## config.mk

```make
export PLATFORM = sky130hd
export DESIGN_NAME = lowrate_pan_frame_phy
export DESIGN_NICKNAME = d
export VERILOG_FILES = /design/src/lowrate_pan_pkg.sv /design/src/lowrate_pan_frame_phy.sv
export SDC_FILE = /design/constraint.sdc
export NUM_CORES = 1
export LEC_CHECK = 0
export BUFFER_PORTS_ARGS = -buffer_cell sky130_fd_sc_hd__buf_2
export CAP_MARGIN = 10
export CORE_ASPECT_RATIO = 1.75
export CORE_MARGIN = 2
export CORE_UTILIZATION = 60
export DETAILED_ROUTE_END_ITERATION = 8
export PLACE_DENSITY = 0.79
export RECOVER_POWER = 50
export SYNTH_ARGS = -nofsm -noshare
export SYNTH_HDL_FRONTEND = slang
export SYNTH_SLANG_ARGS = --single-unit
```

## constraint.sdc

```tcl
create_clock -name clk_i -period 15.1 [get_ports clk_i]
set_input_delay 3.775 -clock clk_i [delete_from_list [all_inputs] [get_ports clk_i]]
set_output_delay 3.775 -clock clk_i [all_outputs]
set_load 0.02 [all_outputs]
```

## src/lowrate_pan_pkg.sv

```systemverilog
// Purpose: Shared constants and types for the low-rate PAN frame handler.
// Assumes: A 10 MHz system clock and a 32-bit plain register port.
// Notes: Register offsets are byte addresses of aligned 32-bit words.
package lowrate_pan_pkg;

   localparam int unsigned CLK_HZ = 10_000_000;
   localparam int unsigned SYMBOL_US = 16;
   localparam int unsigned BITS_PER_SYMBOL = 4;
   localparam int unsigned SYMBOL_CYCLES = (CLK_HZ / 1_000_000) * SYMBOL_US;
   localparam int unsigned BIT_CYCLES = SYMBOL_CYCLES / BITS_PER_SYMBOL;

   localparam logic [7:0] PREAMBLE_OCTETS = 8'h04;
   localparam logic [7:0] SFD_POS = 8'h04;
   localparam logic [7:0] PHR_POS = 8'h05;
   localparam logic [7:0] DATA_POS = 8'h06;
   localparam logic [7:0] SFD_RESET = 8'ha7;
   localparam logic [6:0] CRC_OCTETS = 7'h02;

   // Reflected form of x^16 + x^12 + x^5 + 1, as used with LSB-first octets.
   localparam logic [15:0] CRC_POLY_REFL = 16'h8408;
   localparam logic [15:0] CRC_INIT = 16'h0000;

   localparam logic [7:0] REG_CTRL = 8'h00;
   localparam logic [7:0] REG_TASK = 8'h04;
   localparam logic [7:0] REG_SFD = 8'h08;
   localparam logic [7:0] REG_FRAME_PTR = 8'h0c;
   localparam logic [7:0] REG_FREQ = 8'h10;
   localparam logic [7:0] REG_PAN_ID = 8'h14;
   localparam logic [7:0] REG_SHORT_ADDR = 8'h18;
   localparam logic [7:0] REG_EXT_LO = 8'h1c;
   localparam logic [7:0] REG_EXT_HI = 8'h20;
   localparam logic [7:0] REG_STATUS = 8'h24;
   localparam logic [7:0] REG_EVENTS = 8'h28;

   localparam int unsigned CTRL_MODE_BIT = 0;
   localparam int unsigned CTRL_CRC_BIT = 1;
   localparam int unsigned CTRL_ASSIST_BIT = 2;
   localparam int unsigned CTRL_RXEN_BIT = 3;
   localparam int unsigned TASK_TXSTART_BIT = 0;
   localparam logic [3:0] CTRL_RESET = 4'h0;
   localparam logic [6:0] FREQ_RESET = 7'h00;

   localparam logic [1:0] ADDR_MODE_SHORT = 2'h2;
   localparam logic [1:0] ADDR_MODE_EXT = 2'h3;
   localparam logic [7:0] IDX_SEQ = 8'h02;
   localparam logic [7:0] IDX_PAN = 8'h03;
   localparam logic [7:0] IDX_ADDR = 8'h05;
   localparam logic [7:0] SHORT_LEN = 8'h02;
   localparam logic [7:0] EXT_LEN = 8'h08;
   localparam logic [7:0] BCAST_OCTET = 8'hff;

   typedef struct packed {
      logic [31:0] addr;
      logic [7:0] wdata;
      logic we;
      logic re;
   } mem_req_t;

   typedef struct packed {
      logic [2:0] frame_type;
      logic ack_req;
      logic [1:0] dst_mode;
   } fcf_info_t;

endpackage

```

## src/lowrate_pan_frame_phy.sv

```systemverilog
// Purpose: Frame handler for the 250 kbps O-QPSK low-rate PAN mode.
// Assumes: Bits on the air pins are already demodulated, one bit per strobe.
// Notes: Memory reads answer in the cycle after the read request.
// Operation
// - Link runs only in 250 kbps mode.
// - One symbol lasts 16 microseconds.
// - Send four zero preamble octets first.
// - Delimiter defaults 0xa7, software may replace.
// - Device itself generates preamble and delimiter.
// - Length header follows five-octet sync header.
// - Low seven length bits give payload length.
// - Store all eight length bits unchanged.
// - Length header stored first at frame pointer.
// - Zero length frames dropped, no begin event.
// - Payload octet count equals length value.
// - Payload at most 127 octets.
// - Transmit appends computed 16-bit check sequence.
// - Receive checks sequence, reports result.
// - Assisted mode decodes the frame control field.
// - Sequence number kept for acknowledgement.
// - Addressing field zero to 20 octets.
// - Compare network id and node address.
// - Check sequence uses x16+x12+x5+1 polynomial.
//
// The register offsets and the plain strobed port were left to the implementer.
module lowrate_pan_frame_phy (
   input wire logic clk_i,
   input wire logic sys_rst_i,
   input wire logic [7:0] reg_addr_i,
   input wire logic [31:0] reg_wdata_i,
   input wire logic reg_write_i,
   input wire logic reg_read_i,
   output logic [31:0] reg_rdata_o,
   output lowrate_pan_pkg::mem_req_t mem_req_o,
   input wire logic [7:0] mem_rdata_i,
   input wire logic rx_bit_i,
   input wire logic rx_strobe_i,
   output logic tx_bit_o,
   output logic tx_active_o,
   output logic [6:0] freq_setting_o,
   output logic frame_begin_event_o
);

   typedef enum logic [1:0] {RX_HUNT, RX_LEN, RX_DATA} rx_state_t;

   function automatic logic [15:0] crc_step(input logic [15:0] c, input logic [7:0] b);
      logic [15:0] r;
      r = c;
      for (int i = 0; i < 8; i++) begin
         if (r[0] ^ b[i]) begin
            r = (r >> 1) ^ lowrate_pan_pkg::CRC_POLY_REFL;
         end else begin
            r = r >> 1;
         end
      end
      return r;
   endfunction

   logic [3:0] ctrl_reg;
   logic [7:0] sfd_reg;
   logic [31:0] ptr_reg;
   logic [6:0] freq_reg;
   logic [15:0] pan_reg;
   logic [15:0] short_reg;
   logic [63:0] ext_reg;
   logic [2:0] events_reg;
   logic [2:0] events_next;

   wire mode_on = ctrl_reg[lowrate_pan_pkg::CTRL_MODE_BIT];
   wire crc_on = ctrl_reg[lowrate_pan_pkg::CTRL_CRC_BIT];
   wire assist_on = ctrl_reg[lowrate_pan_pkg::CTRL_ASSIST_BIT];
   wire rx_on = ctrl_reg[lowrate_pan_pkg::CTRL_RXEN_BIT];

   wire wr_ctrl = reg_write_i && reg_addr_i == lowrate_pan_pkg::REG_CTRL;
   wire wr_task = reg_write_i && reg_addr_i == lowrate_pan_pkg::REG_TASK;
   wire wr_sfd = reg_write_i && reg_addr_i == lowrate_pan_pkg::REG_SFD;
   wire wr_ptr = reg_write_i && reg_addr_i == lowrate_pan_pkg::REG_FRAME_PTR;
   wire wr_freq = reg_write_i && reg_addr_i == lowrate_pan_pkg::REG_FREQ;
   wire wr_pan = reg_write_i && reg_addr_i == lowrate_pan_pkg::REG_PAN_ID;
   wire wr_short = reg_write_i && reg_addr_i == lowrate_pan_pkg::REG_SHORT_ADDR;
   wire wr_extlo = reg_write_i && reg_addr_i == lowrate_pan_pkg::REG_EXT_LO;
   wire wr_exthi = reg_write_i && reg_addr_i == lowrate_pan_pkg::REG_EXT_HI;
   wire wr_events = reg_write_i && reg_addr_i == lowrate_pan_pkg::REG_EVENTS;

   logic rd_wait_reg;
   logic tx_busy_reg;
   logic [7:0] pos_reg;
   logic [2:0] tbit_reg;
   logic [7:0] tsh_reg;
   logic [7:0] nxt_reg;
   logic [6:0] tlen_reg;
   logic [15:0] tcrc_reg;
   logic [5:0] div_reg;
   logic bit_en;

   rx_state_t rx_state_reg;
   logic [2:0] rx_sync_a_reg;
   logic [2:0] rx_sync_b_reg;
   logic [15:0] hunt_reg;
   logic [7:0] rsh_reg;
   logic [2:0] rbit_reg;
   logic [6:0] rlen_reg;
   logic [7:0] idx_reg;
   logic [15:0] rcrc_reg;
   logic [7:0] fcf_lo_reg;
   logic [7:0] fcf_hi_reg;
   logic [7:0] seq_reg;
   logic [7:0] phr_reg;
   logic crc_ok_reg;
   logic match_reg;
   logic pan_own_reg;
   logic pan_bc_reg;
   logic adr_own_reg;
   logic adr_bc_reg;
   logic begin_pulse_reg;

   // Transmit datapath.
   wire tx_start = wr_task && reg_wdata_i[lowrate_pan_pkg::TASK_TXSTART_BIT] && mode_on
      && !tx_busy_reg && rx_state_reg == RX_HUNT;
   assign bit_en = tx_busy_reg && div_reg == 6'(lowrate_pan_pkg::BIT_CYCLES - 1);

   wire [7:0] np = pos_reg + 8'h01;
   wire [7:0] pf = pos_reg + 8'h02;
   wire [6:0] len_now = (np == lowrate_pan_pkg::PHR_POS) ? nxt_reg[6:0] : tlen_reg;
   wire [7:0] np_k = np - lowrate_pan_pkg::DATA_POS;
   wire [7:0] pf_k = pf - lowrate_pan_pkg::DATA_POS;
   wire [7:0] crc_k = {1'b0, tlen_reg - lowrate_pan_pkg::CRC_OCTETS};
   wire [7:0] crc_k_now = {1'b0, len_now - lowrate_pan_pkg::CRC_OCTETS};
   wire np_is_crc = crc_on && np >= lowrate_pan_pkg::DATA_POS && np_k >= crc_k;
   wire np_is_mem = np == lowrate_pan_pkg::PHR_POS || (np >= lowrate_pan_pkg::DATA_POS && !np_is_crc);
   wire pf_is_mem = pf == lowrate_pan_pkg::PHR_POS
      || (pf >= lowrate_pan_pkg::DATA_POS && pf_k < {1'b0, len_now}
      && !(crc_on && pf_k >= crc_k_now));
   wire [31:0] pf_addr = ptr_reg + 32'(pf - lowrate_pan_pkg::PHR_POS);
   wire [7:0] last_pos = lowrate_pan_pkg::PHR_POS + {1'b0, tlen_reg};
   wire tx_last = pos_reg >= lowrate_pan_pkg::PHR_POS && pos_reg == last_pos;
   wire byte_end = bit_en && tbit_reg == 3'h7;

   logic [7:0] np_byte;
   always_comb begin
      if (np < lowrate_pan_pkg::PREAMBLE_OCTETS) begin
         np_byte = 8'h00;
      end else if (np == lowrate_pan_pkg::SFD_POS) begin
         np_byte = sfd_reg;
      end else if (np_is_crc && np_k == crc_k) begin
         np_byte = tcrc_reg[7:0];
      end else if (np_is_crc) begin
         np_byte = tcrc_reg[15:8];
      end else begin
         np_byte = nxt_reg;
      end
   end

   wire tx_prefetch = byte_end && !tx_last && pf_is_mem;

   always_ff @(posedge clk_i or posedge sys_rst_i) begin
      if (sys_rst_i) begin
         tx_busy_reg <= 1'b0;
         div_reg <= 6'h00;
      end else begin
         tx_busy_reg <= tx_start || (tx_busy_reg && !(byte_end && tx_last));
         div_reg <= (tx_start || bit_en) ? 6'h00 : div_reg + 6'h01;
      end
   end

   always_ff @(posedge clk_i or posedge sys_rst_i) begin
      if (sys_rst_i) begin
         pos_reg <= 8'h00;
         tbit_reg <= 3'h0;
         tsh_reg <= 8'h00;
         tlen_reg <= 7'h00;
         tcrc_reg <= lowrate_pan_pkg::CRC_INIT;
      end else if (tx_start) begin
         pos_reg <= 8'h00;
         tbit_reg <= 3'h0;
         tsh_reg <= 8'h00;
         tcrc_reg <= lowrate_pan_pkg::CRC_INIT;
      end else if (byte_end && !tx_last) begin
         pos_reg <= np;
         tbit_reg <= 3'h0;
         tsh_reg <= np_byte;
         if (np == lowrate_pan_pkg::PHR_POS) begin
            tlen_reg <= nxt_reg[6:0];
         end
         if (np >= lowrate_pan_pkg::DATA_POS && !np_is_crc) begin
            tcrc_reg <= crc_step(tcrc_reg, nxt_reg);
         end
      end else if (bit_en) begin
         tbit_reg <= tbit_reg + 3'h1;
         tsh_reg <= {1'b0, tsh_reg[7:1]};
      end
   end

   always_ff @(posedge clk_i or posedge sys_rst_i) begin
      if (sys_rst_i) begin
         rd_wait_reg <= 1'b0;
         nxt_reg <= 8'h00;
      end else begin
         rd_wait_reg <= mem_req_o.re;
         if (rd_wait_reg) nxt_reg <= mem_rdata_i;
      end
   end

   assign tx_bit_o = tsh_reg[0];
   assign tx_active_o = tx_busy_reg;

   // Receive datapath.
   // Both air inputs pass two flops; the third stage only serves edge detection.
   always_ff @(posedge clk_i or posedge sys_rst_i) begin
      if (sys_rst_i) begin
         rx_sync_a_reg <= 3'h0;
         rx_sync_b_reg <= 3'h0;
      end else begin
         rx_sync_a_reg <= {rx_sync_a_reg[1:0], rx_bit_i};
         rx_sync_b_reg <= {rx_sync_b_reg[1:0], rx_strobe_i};
      end
   end

   wire rx_bit = rx_sync_a_reg[1];
   wire rx_tick = rx_sync_b_reg[1] && !rx_sync_b_reg[2] && mode_on && rx_on && !tx_busy_reg;
   wire [15:0] hunt_next = {rx_bit, hunt_reg[15:1]};
   wire rx_byte_done = rx_tick && rbit_reg == 3'h7;
   wire [7:0] rx_byte = {rx_bit, rsh_reg[7:1]};
   // A delimiter preceded by a zero octet marks the frame; a changed delimiter filters.
   wire sfd_seen = rx_tick && hunt_next[15:8] == sfd_reg && hunt_next[7:0] == 8'h00;
   wire len_zero = rx_byte[6:0] == 7'h00;
   wire len_take = rx_state_reg == RX_LEN && rx_byte_done && !len_zero;
   wire data_take = rx_state_reg == RX_DATA && rx_byte_done;
   wire [15:0] rcrc_next = crc_step(rcrc_reg, rx_byte);
   wire rx_last = data_take && idx_reg + 8'h01 == {1'b0, rlen_reg};

   wire [1:0] dst_mode = fcf_hi_reg[3:2];
   wire [7:0] addr_k = idx_reg - lowrate_pan_pkg::IDX_ADDR;
   wire in_pan = idx_reg == lowrate_pan_pkg::IDX_PAN || idx_reg == lowrate_pan_pkg::IDX_PAN + 8'h01;
   wire in_short = dst_mode == lowrate_pan_pkg::ADDR_MODE_SHORT
      && idx_reg >= lowrate_pan_pkg::IDX_ADDR && addr_k < lowrate_pan_pkg::SHORT_LEN;
   wire in_ext = dst_mode == lowrate_pan_pkg::ADDR_MODE_EXT
      && idx_reg >= lowrate_pan_pkg::IDX_ADDR && addr_k < lowrate_pan_pkg::EXT_LEN;
   wire [7:0] own_pan_b = idx_reg[0] ? pan_reg[7:0] : pan_reg[15:8];
   wire [7:0] own_short_b = addr_k[0] ? short_reg[15:8] : short_reg[7:0];
   wire [63:0] ext_shift = ext_reg >> {addr_k[2:0], 3'h0};
   wire [7:0] own_adr_b = in_ext ? ext_shift[7:0] : own_short_b;
   wire is_bcast = rx_byte == lowrate_pan_pkg::BCAST_OCTET;
   wire pan_ok = pan_own_reg || pan_bc_reg;
   wire adr_ok = (dst_mode == lowrate_pan_pkg::ADDR_MODE_SHORT && (adr_own_reg || adr_bc_reg))
      || (dst_mode == lowrate_pan_pkg::ADDR_MODE_EXT && adr_own_reg);

   always_ff @(posedge clk_i or posedge sys_rst_i) begin
      if (sys_rst_i) begin
         rx_state_reg <= RX_HUNT;
         hunt_reg <= 16'hffff;
         rsh_reg <= 8'h00;
         rbit_reg <= 3'h0;
      end else if (rx_tick) begin
         rsh_reg <= rx_byte;
         rbit_reg <= rbit_reg + 3'h1;
         hunt_reg <= hunt_next;
         case (rx_state_reg)
            RX_HUNT: begin
               if (sfd_seen) begin
                  rx_state_reg <= RX_LEN;
                  rbit_reg <= 3'h0;
                  hunt_reg <= 16'hffff;
               end
            end
            RX_LEN: begin
               if (rx_byte_done) begin
                  rx_state_reg <= len_zero ? RX_HUNT : RX_DATA;
               end
            end
            RX_DATA: begin
               if (rx_last) begin
                  rx_state_reg <= RX_HUNT;
               end
            end
            default: begin
               rx_state_reg <= RX_HUNT;
            end
         endcase
      end
   end

   always_ff @(posedge clk_i or posedge sys_rst_i) begin
      if (sys_rst_i) begin
         rlen_reg <= 7'h00;
         idx_reg <= 8'h00;
         rcrc_reg <= lowrate_pan_pkg::CRC_INIT;
         phr_reg <= 8'h00;
         begin_pulse_reg <= 1'b0;
      end else begin
         begin_pulse_reg <= len_take;
         if (len_take) begin
            rlen_reg <= rx_byte[6:0];
            phr_reg <= rx_byte;
            idx_reg <= 8'h00;
            rcrc_reg <= lowrate_pan_pkg::CRC_INIT;
         end else if (data_take) begin
            idx_reg <= idx_reg + 8'h01;
            rcrc_reg <= rcrc_next;
         end
      end
   end

   always_ff @(posedge clk_i or posedge sys_rst_i) begin
      if (sys_rst_i) begin
         fcf_lo_reg <= 8'h00;
         fcf_hi_reg <= 8'h00;
         seq_reg <= 8'h00;
         pan_own_reg <= 1'b0;
         pan_bc_reg <= 1'b0;
         adr_own_reg <= 1'b0;
         adr_bc_reg <= 1'b0;
      end else if (len_take) begin
         fcf_hi_reg <= 8'h00;
         pan_own_reg <= 1'b1;
         pan_bc_reg <= 1'b1;
         adr_own_reg <= 1'b1;
         adr_bc_reg <= 1'b1;
      end else if (data_take && assist_on) begin
         if (idx_reg == 8'h00) begin
            fcf_lo_reg <= rx_byte;
         end
         if (idx_reg == 8'h01) begin
            fcf_hi_reg <= rx_byte;
         end
         if (idx_reg == lowrate_pan_pkg::IDX_SEQ) begin
            seq_reg <= rx_byte;
         end
         if (in_pan) begin
            pan_own_reg <= pan_own_reg && rx_byte == own_pan_b;
            pan_bc_reg <= pan_bc_reg && is_bcast;
         end
         if (in_short || in_ext) begin
            adr_own_reg <= adr_own_reg && rx_byte == own_adr_b;
            adr_bc_reg <= adr_bc_reg && is_bcast;
         end
      end
   end

   // Result flags change only at frame end, so software reads a stable verdict.
   always_ff @(posedge clk_i or posedge sys_rst_i) begin
      if (sys_rst_i) begin
         crc_ok_reg <= 1'b0;
         match_reg <= 1'b0;
      end else if (rx_last) begin
         crc_ok_reg <= rcrc_next == 16'h0000;
         match_reg <= assist_on && pan_ok && adr_ok;
      end
   end

   assign frame_begin_event_o = begin_pulse_reg;

   // Memory port.
   // Receive writes have priority; transmit and receive never overlap in time.
   always_comb begin
      mem_req_o.addr = pf_addr;
      mem_req_o.wdata = rx_byte;
      mem_req_o.we = 1'b0;
      mem_req_o.re = tx_prefetch;
      if (len_take) begin
         mem_req_o.addr = ptr_reg;
         mem_req_o.we = 1'b1;
         mem_req_o.re = 1'b0;
      end else if (data_take) begin
         mem_req_o.addr = ptr_reg + 32'h1 + {24'h0, idx_reg};
         mem_req_o.we = 1'b1;
         mem_req_o.re = 1'b0;
      end
   end

   // Register file.
   always_ff @(posedge clk_i or posedge sys_rst_i) begin
      if (sys_rst_i) begin
         ctrl_reg <= lowrate_pan_pkg::CTRL_RESET;
         sfd_reg <= lowrate_pan_pkg::SFD_RESET;
         ptr_reg <= 32'h0;
         freq_reg <= lowrate_pan_pkg::FREQ_RESET;
         pan_reg <= 16'hffff;
         short_reg <= 16'hffff;
         ext_reg <= 64'h0;
      end else begin
         if (wr_ctrl) ctrl_reg <= reg_wdata_i[3:0];
         if (wr_sfd) sfd_reg <= reg_wdata_i[7:0];
         if (wr_ptr) ptr_reg <= reg_wdata_i;
         if (wr_freq) freq_reg <= reg_wdata_i[6:0];
         if (wr_pan) pan_reg <= reg_wdata_i[15:0];
         if (wr_short) short_reg <= reg_wdata_i[15:0];
         if (wr_extlo) ext_reg[31:0] <= reg_wdata_i;
         if (wr_exthi) ext_reg[63:32] <= reg_wdata_i;
      end
   end

   // Event flags: write one to clear, a new event in the same cycle wins.
   wire [2:0] ev_set = {byte_end && tx_last, rx_last, len_take};
   assign events_next = (events_reg & ~(wr_events ? reg_wdata_i[2:0] : 3'h0)) | ev_set;

   always_ff @(posedge clk_i or posedge sys_rst_i) begin
      if (sys_rst_i) begin
         events_reg <= 3'h0;
      end else begin
         events_reg <= events_next;
      end
   end

   assign freq_setting_o = freq_reg;

   lowrate_pan_pkg::fcf_info_t fcf_info;
   assign fcf_info.frame_type = fcf_lo_reg[2:0];
   assign fcf_info.ack_req = fcf_lo_reg[5];
   assign fcf_info.dst_mode = dst_mode;

   wire [31:0] status_word = {5'h0, phr_reg, seq_reg, 1'b0, fcf_info, match_reg,
      rx_state_reg != RX_HUNT, tx_busy_reg, crc_ok_reg};

   logic [31:0] rd_mux;
   always_comb begin
      case (reg_addr_i)
         lowrate_pan_pkg::REG_CTRL: rd_mux = {28'h0, ctrl_reg};
         lowrate_pan_pkg::REG_SFD: rd_mux = {24'h0, sfd_reg};
         lowrate_pan_pkg::REG_FRAME_PTR: rd_mux = ptr_reg;
         lowrate_pan_pkg::REG_FREQ: rd_mux = {25'h0, freq_reg};
         lowrate_pan_pkg::REG_PAN_ID: rd_mux = {16'h0, pan_reg};
         lowrate_pan_pkg::REG_SHORT_ADDR: rd_mux = {16'h0, short_reg};
         lowrate_pan_pkg::REG_EXT_LO: rd_mux = ext_reg[31:0];
         lowrate_pan_pkg::REG_EXT_HI: rd_mux = ext_reg[63:32];
         lowrate_pan_pkg::REG_STATUS: rd_mux = status_word;
         lowrate_pan_pkg::REG_EVENTS: rd_mux = {29'h0, events_reg};
         default: rd_mux = 32'h0;
      endcase
   end

   always_ff @(posedge clk_i or posedge sys_rst_i) begin
      if (sys_rst_i) begin
         reg_rdata_o <= 32'h0;
      end else if (reg_read_i) begin
         reg_rdata_o <= rd_mux;
      end else begin
         reg_rdata_o <= 32'h0;
      end
   end

endmodule

```

==> impl_metrics.json <==
{
  "status": "finished, violations left",
  "violations": "max-capacitance violations, max-slew violations",
  "rows": 88,
  "finClkSkew_ns": 0.00839,
  "grt.total_usage": 0.345,
  "synth-edff-count": 0,
  "die_h_um": 244,
  "wl_met1_um": 20200,
  "clockRootBuffer": "clkbuf_16",
  "gp_congestion": 0.937,
  "drt_iter0_drc": 1027,
  "power_density_nw_per_um2": 84.3,
  "overflow": 0,
  "max_slew.worst_pin.slew_ns": 4.43,
  "synth_ff_type": "dfrtp_1",
  "synth_area_um2": 19800,
  "drc_errors": 0,
  "ys_async_sr_fraction": 1.00,
  "drv_slew": 439,
  "setup.worst_path.class": "register to output port",
  "path_cells": "ha_1, nand4_1, xor2_1, and2_0, nand4_1, nor3b_1, mux2i_1, ha_1, ha_1, a21o_1, a21o_1, a21o_1, a21o_1, a21oi_1, nor2b_1, o31ai_1, buf_2",
  "crit_arrival_ns": 6.62,
  "portBuffers": 137,
  "layout_common_cells": "dfrtp_1 (272), nand2_1 (203), mux2_2 (172), nor2_1 (132), a21oi_1 (106)",
  "drt-pass1-iter-count": 6,
  "max_cap_violations": 7,
  "areaGrowthSynthToFinish_pct": 9.56,
  "via_count": 16200,
  "place_inst": 2427,
  "grt_setup_unrepaired": "no",
  "setup_tns_ns": 0,
  "grt_max_degree": 98,
  "wl_per_cell_um": 24.0,
  "largest_reg_flops": 64,
  "final_common_cell": "dfrtp_1",
  "final_nets": 2192,
  "r2r_slack_ns": 9.18,
  "first_global_vias": 16700,
  "finalHoldViolCount": 0,
  "synthCells": 1966,
  "ys_seq_area_frac": 0.415,
  "relSlewSlack": -1.97,
  "initial_core_util": 0.604,
  "drtAntennaViolNets": 0,
  "cts-resized-gates": 0,
  "ctsHoldBuffers": 0,
  "syn_nets": 2105,
  "wirelength_um": 59500,
  "htreeDepth": 1,
  "top_layer": "met5",
  "clock-sinks": 325,
  "critical_path.max_stage_delay_ns": 1.15,
  "crit-reg2reg-launch": "pos_reg[1]",
  "cp_common_cell": "a21o_1",
  "end_kind": "output port",
  "fmax_mhz": 96.2,
  "holdPathStages": 0,
  "wl_met2_um": 29900,
  "min_period_over_period": 0.688,
  "grt_pass1_wl_um": 92200,
  "critPathBufInv": 1,
  "ys_ff_latch": 325,
  "antenna_found_initial": 3,
  "hold_end": "rx_sync_a_reg[1]",
  "path_max_fanout": 18,
  "min_path_type": "register to register",
  "die_x_um": 141,
  "leakage_nw": 10.1,
  "clk_pin_slew_ns": 0.07,
  "postSynthAreaPerCell_um2": 10.1,
  "clock_path_buffers": 3,
  "yosysWarnings": 0,
  "wl_met3_um": 3530,
  "required_ns": 11.32,
  "post_cts_buffers": 0,
  "worstRegToRegCells": 16,
  "fin_util": 0.662,
  "dieArea_um2": 34500,
  "dp.final_hpwl_um": 42400,
  "cts_tree": "built",
  "cp-start-kind": "register",
  "ys_types": 82,
  "design.core.area_um2": 32700,
  "setup_viol": 0,
  "final_cell_count_no_fill": 2482,
  "cp_slowest_cell": "nor3b_1",
  "cts_buffers": 29,
  "min-delay-start": "rx_sync_a_reg[0]",
  "drive_above_1_share": 0.207,
  "cpLargestDelayFamily": "simple AND/OR/NAND/NOR gates",
  "reg2reg_to": "rd_wait_reg",
  "viasPerCell": 6.53,
  "min_period_ns": 10.39,
  "insertion_delay_ns": 0.59,
  "num_io_pins": 138,
  "ir_drop_mv": 0.0871
}
[cell usage after synthesis, drive strengths merged, types with 4 or more instances]
cell type / n / area (um2)
o21bai: 9 / 67.6
o22ai: 12 / 75.1
nand4: 25 / 169
o21ai: 102 / 518
and4: 4 / 35.0
o211ai: 10 / 80.1
or4: 7 / 52.6
a21o: 23 / 173
nor4: 13 / 87.6
a22oi: 66 / 495
clkbuf: 81 / 304
ha: 83 / 1040
a221oi: 19 / 166
a211o: 5 / 43.8
nor3: 30 / 160
nor3b: 4 / 35.0
o31ai: 15 / 113
dfstp: 52 / 1370
nand3: 62 / 310
nor2: 138 / 528
and2: 5 / 31.3
xnor2: 99 / 867
nand2b: 11 / 68.8
mux2i: 64 / 644
buf: 30 / 163
inv: 35 / 131
nand2: 203 / 762
or2: 4 / 25.0
o21a: 6 / 45.0
a21oi: 107 / 539
or3: 7 / 43.8
a222oi: 8 / 80.1
and3: 13 / 81.3
xor2: 71 / 629
a211oi: 11 / 87.6
a311oi: 4 / 35.0
mux2: 174 / 1960
mux4: 16 / 360
dfrtp: 273 / 6830
a22o: 7 / 61.3
a41oi: 4 / 35.0
a31oi: 18 / 113
[metal layers]
| metal | GRT usage | vias to the layer above |
|---|---|---|
| met3 | 0.0456 | 245 |
| li1 | - | 7333 |
| met4 | 0.287 | 4 |
| met1 | 0.372 | 7912 |
| met5 | 0 | - |
| met2 | 0.595 | 702 |
[worst reg2reg max path, stage by stage, from the launching register on]
cell     delay, ns
dfrtp_1       0.71
ha_1          0.53
nand4_1       0.24
xor2_1        0.39
and2_0        0.22
nand4_1       0.23
nor3b_1       1.15
mux2i_1       0.61
ha_1          0.34
ha_1          0.27
a21o_1        0.15
a21o_1        0.17
a21o_1        0.16
a21o_1        0.17
a21oi_1       0.14
nor2b_1       0.06
o31ai_1       0.28
[cell type report]
| cell class | count | area (um2) |
|---|---|---|
| Fill cell | 2524 | 11000 |
| Multi-Input combinational cell | 1495 | 11000 |
| Sequential cell | 325 | 8200 |
| Clock buffer | 42 | 855 |
| Timing Repair Buffer | 167 | 817 |
| Tap cell | 405 | 507 |
| Clock inverter | 12 | 159 |
| Inverter | 35 | 133 |
| Antenna cell | 1 | 2.50 |
[through the flow]
step	instance area [um2]	hold slack, ns	power [mW]	setup slack [ns]
floorplan	19800	0.331	1.00	2.41
global placement	20800	0.332	1.05	5.75
detailed placement	20800	0.340	1.05	5.61
CTS	21800	0.356	1.83	4.98
global route	21700	0.367	1.88	3.53
finish	21700	0.350	1.83	4.71
[worst max path at each step]
stage | end | slack, ns | start | cells past startpoint
after floorplan | adr_bc_reg | 2.41 | sys_rst_i | 1
after CTS | mem_req_o[38] | 4.98 | pos_reg[1] | 16
after global routing | ext_reg[7] | 3.53 | sys_rst_i | 4
after global placement | mem_req_o[38] | 5.75 | pos_reg[1] | 16
after detailed placement | mem_req_o[38] | 5.61 | pos_reg[1] | 16
final | mem_req_o[0] | 4.71 | pos_reg[1] | 17
[cells by family after synthesis]
kind of cell,Yosys count,share of synthesized area
mux,254,0.150
xor+xnor,170,0.0757
compound gates,450,0.149
simple gates,536,0.125
buf+inv,146,0.0303
fa+ha+maj,85,0.0546
flops,325,0.415
[where the power goes]
group          switching [mW]  internal [mW]  total, mW
combinational          0.0662         0.0441      0.110
clock                   0.343          0.447      0.790
sequential             0.0308          0.895      0.926
total                   0.440           1.39       1.83
No activity file was read; power rests on OpenSTA's default activity.
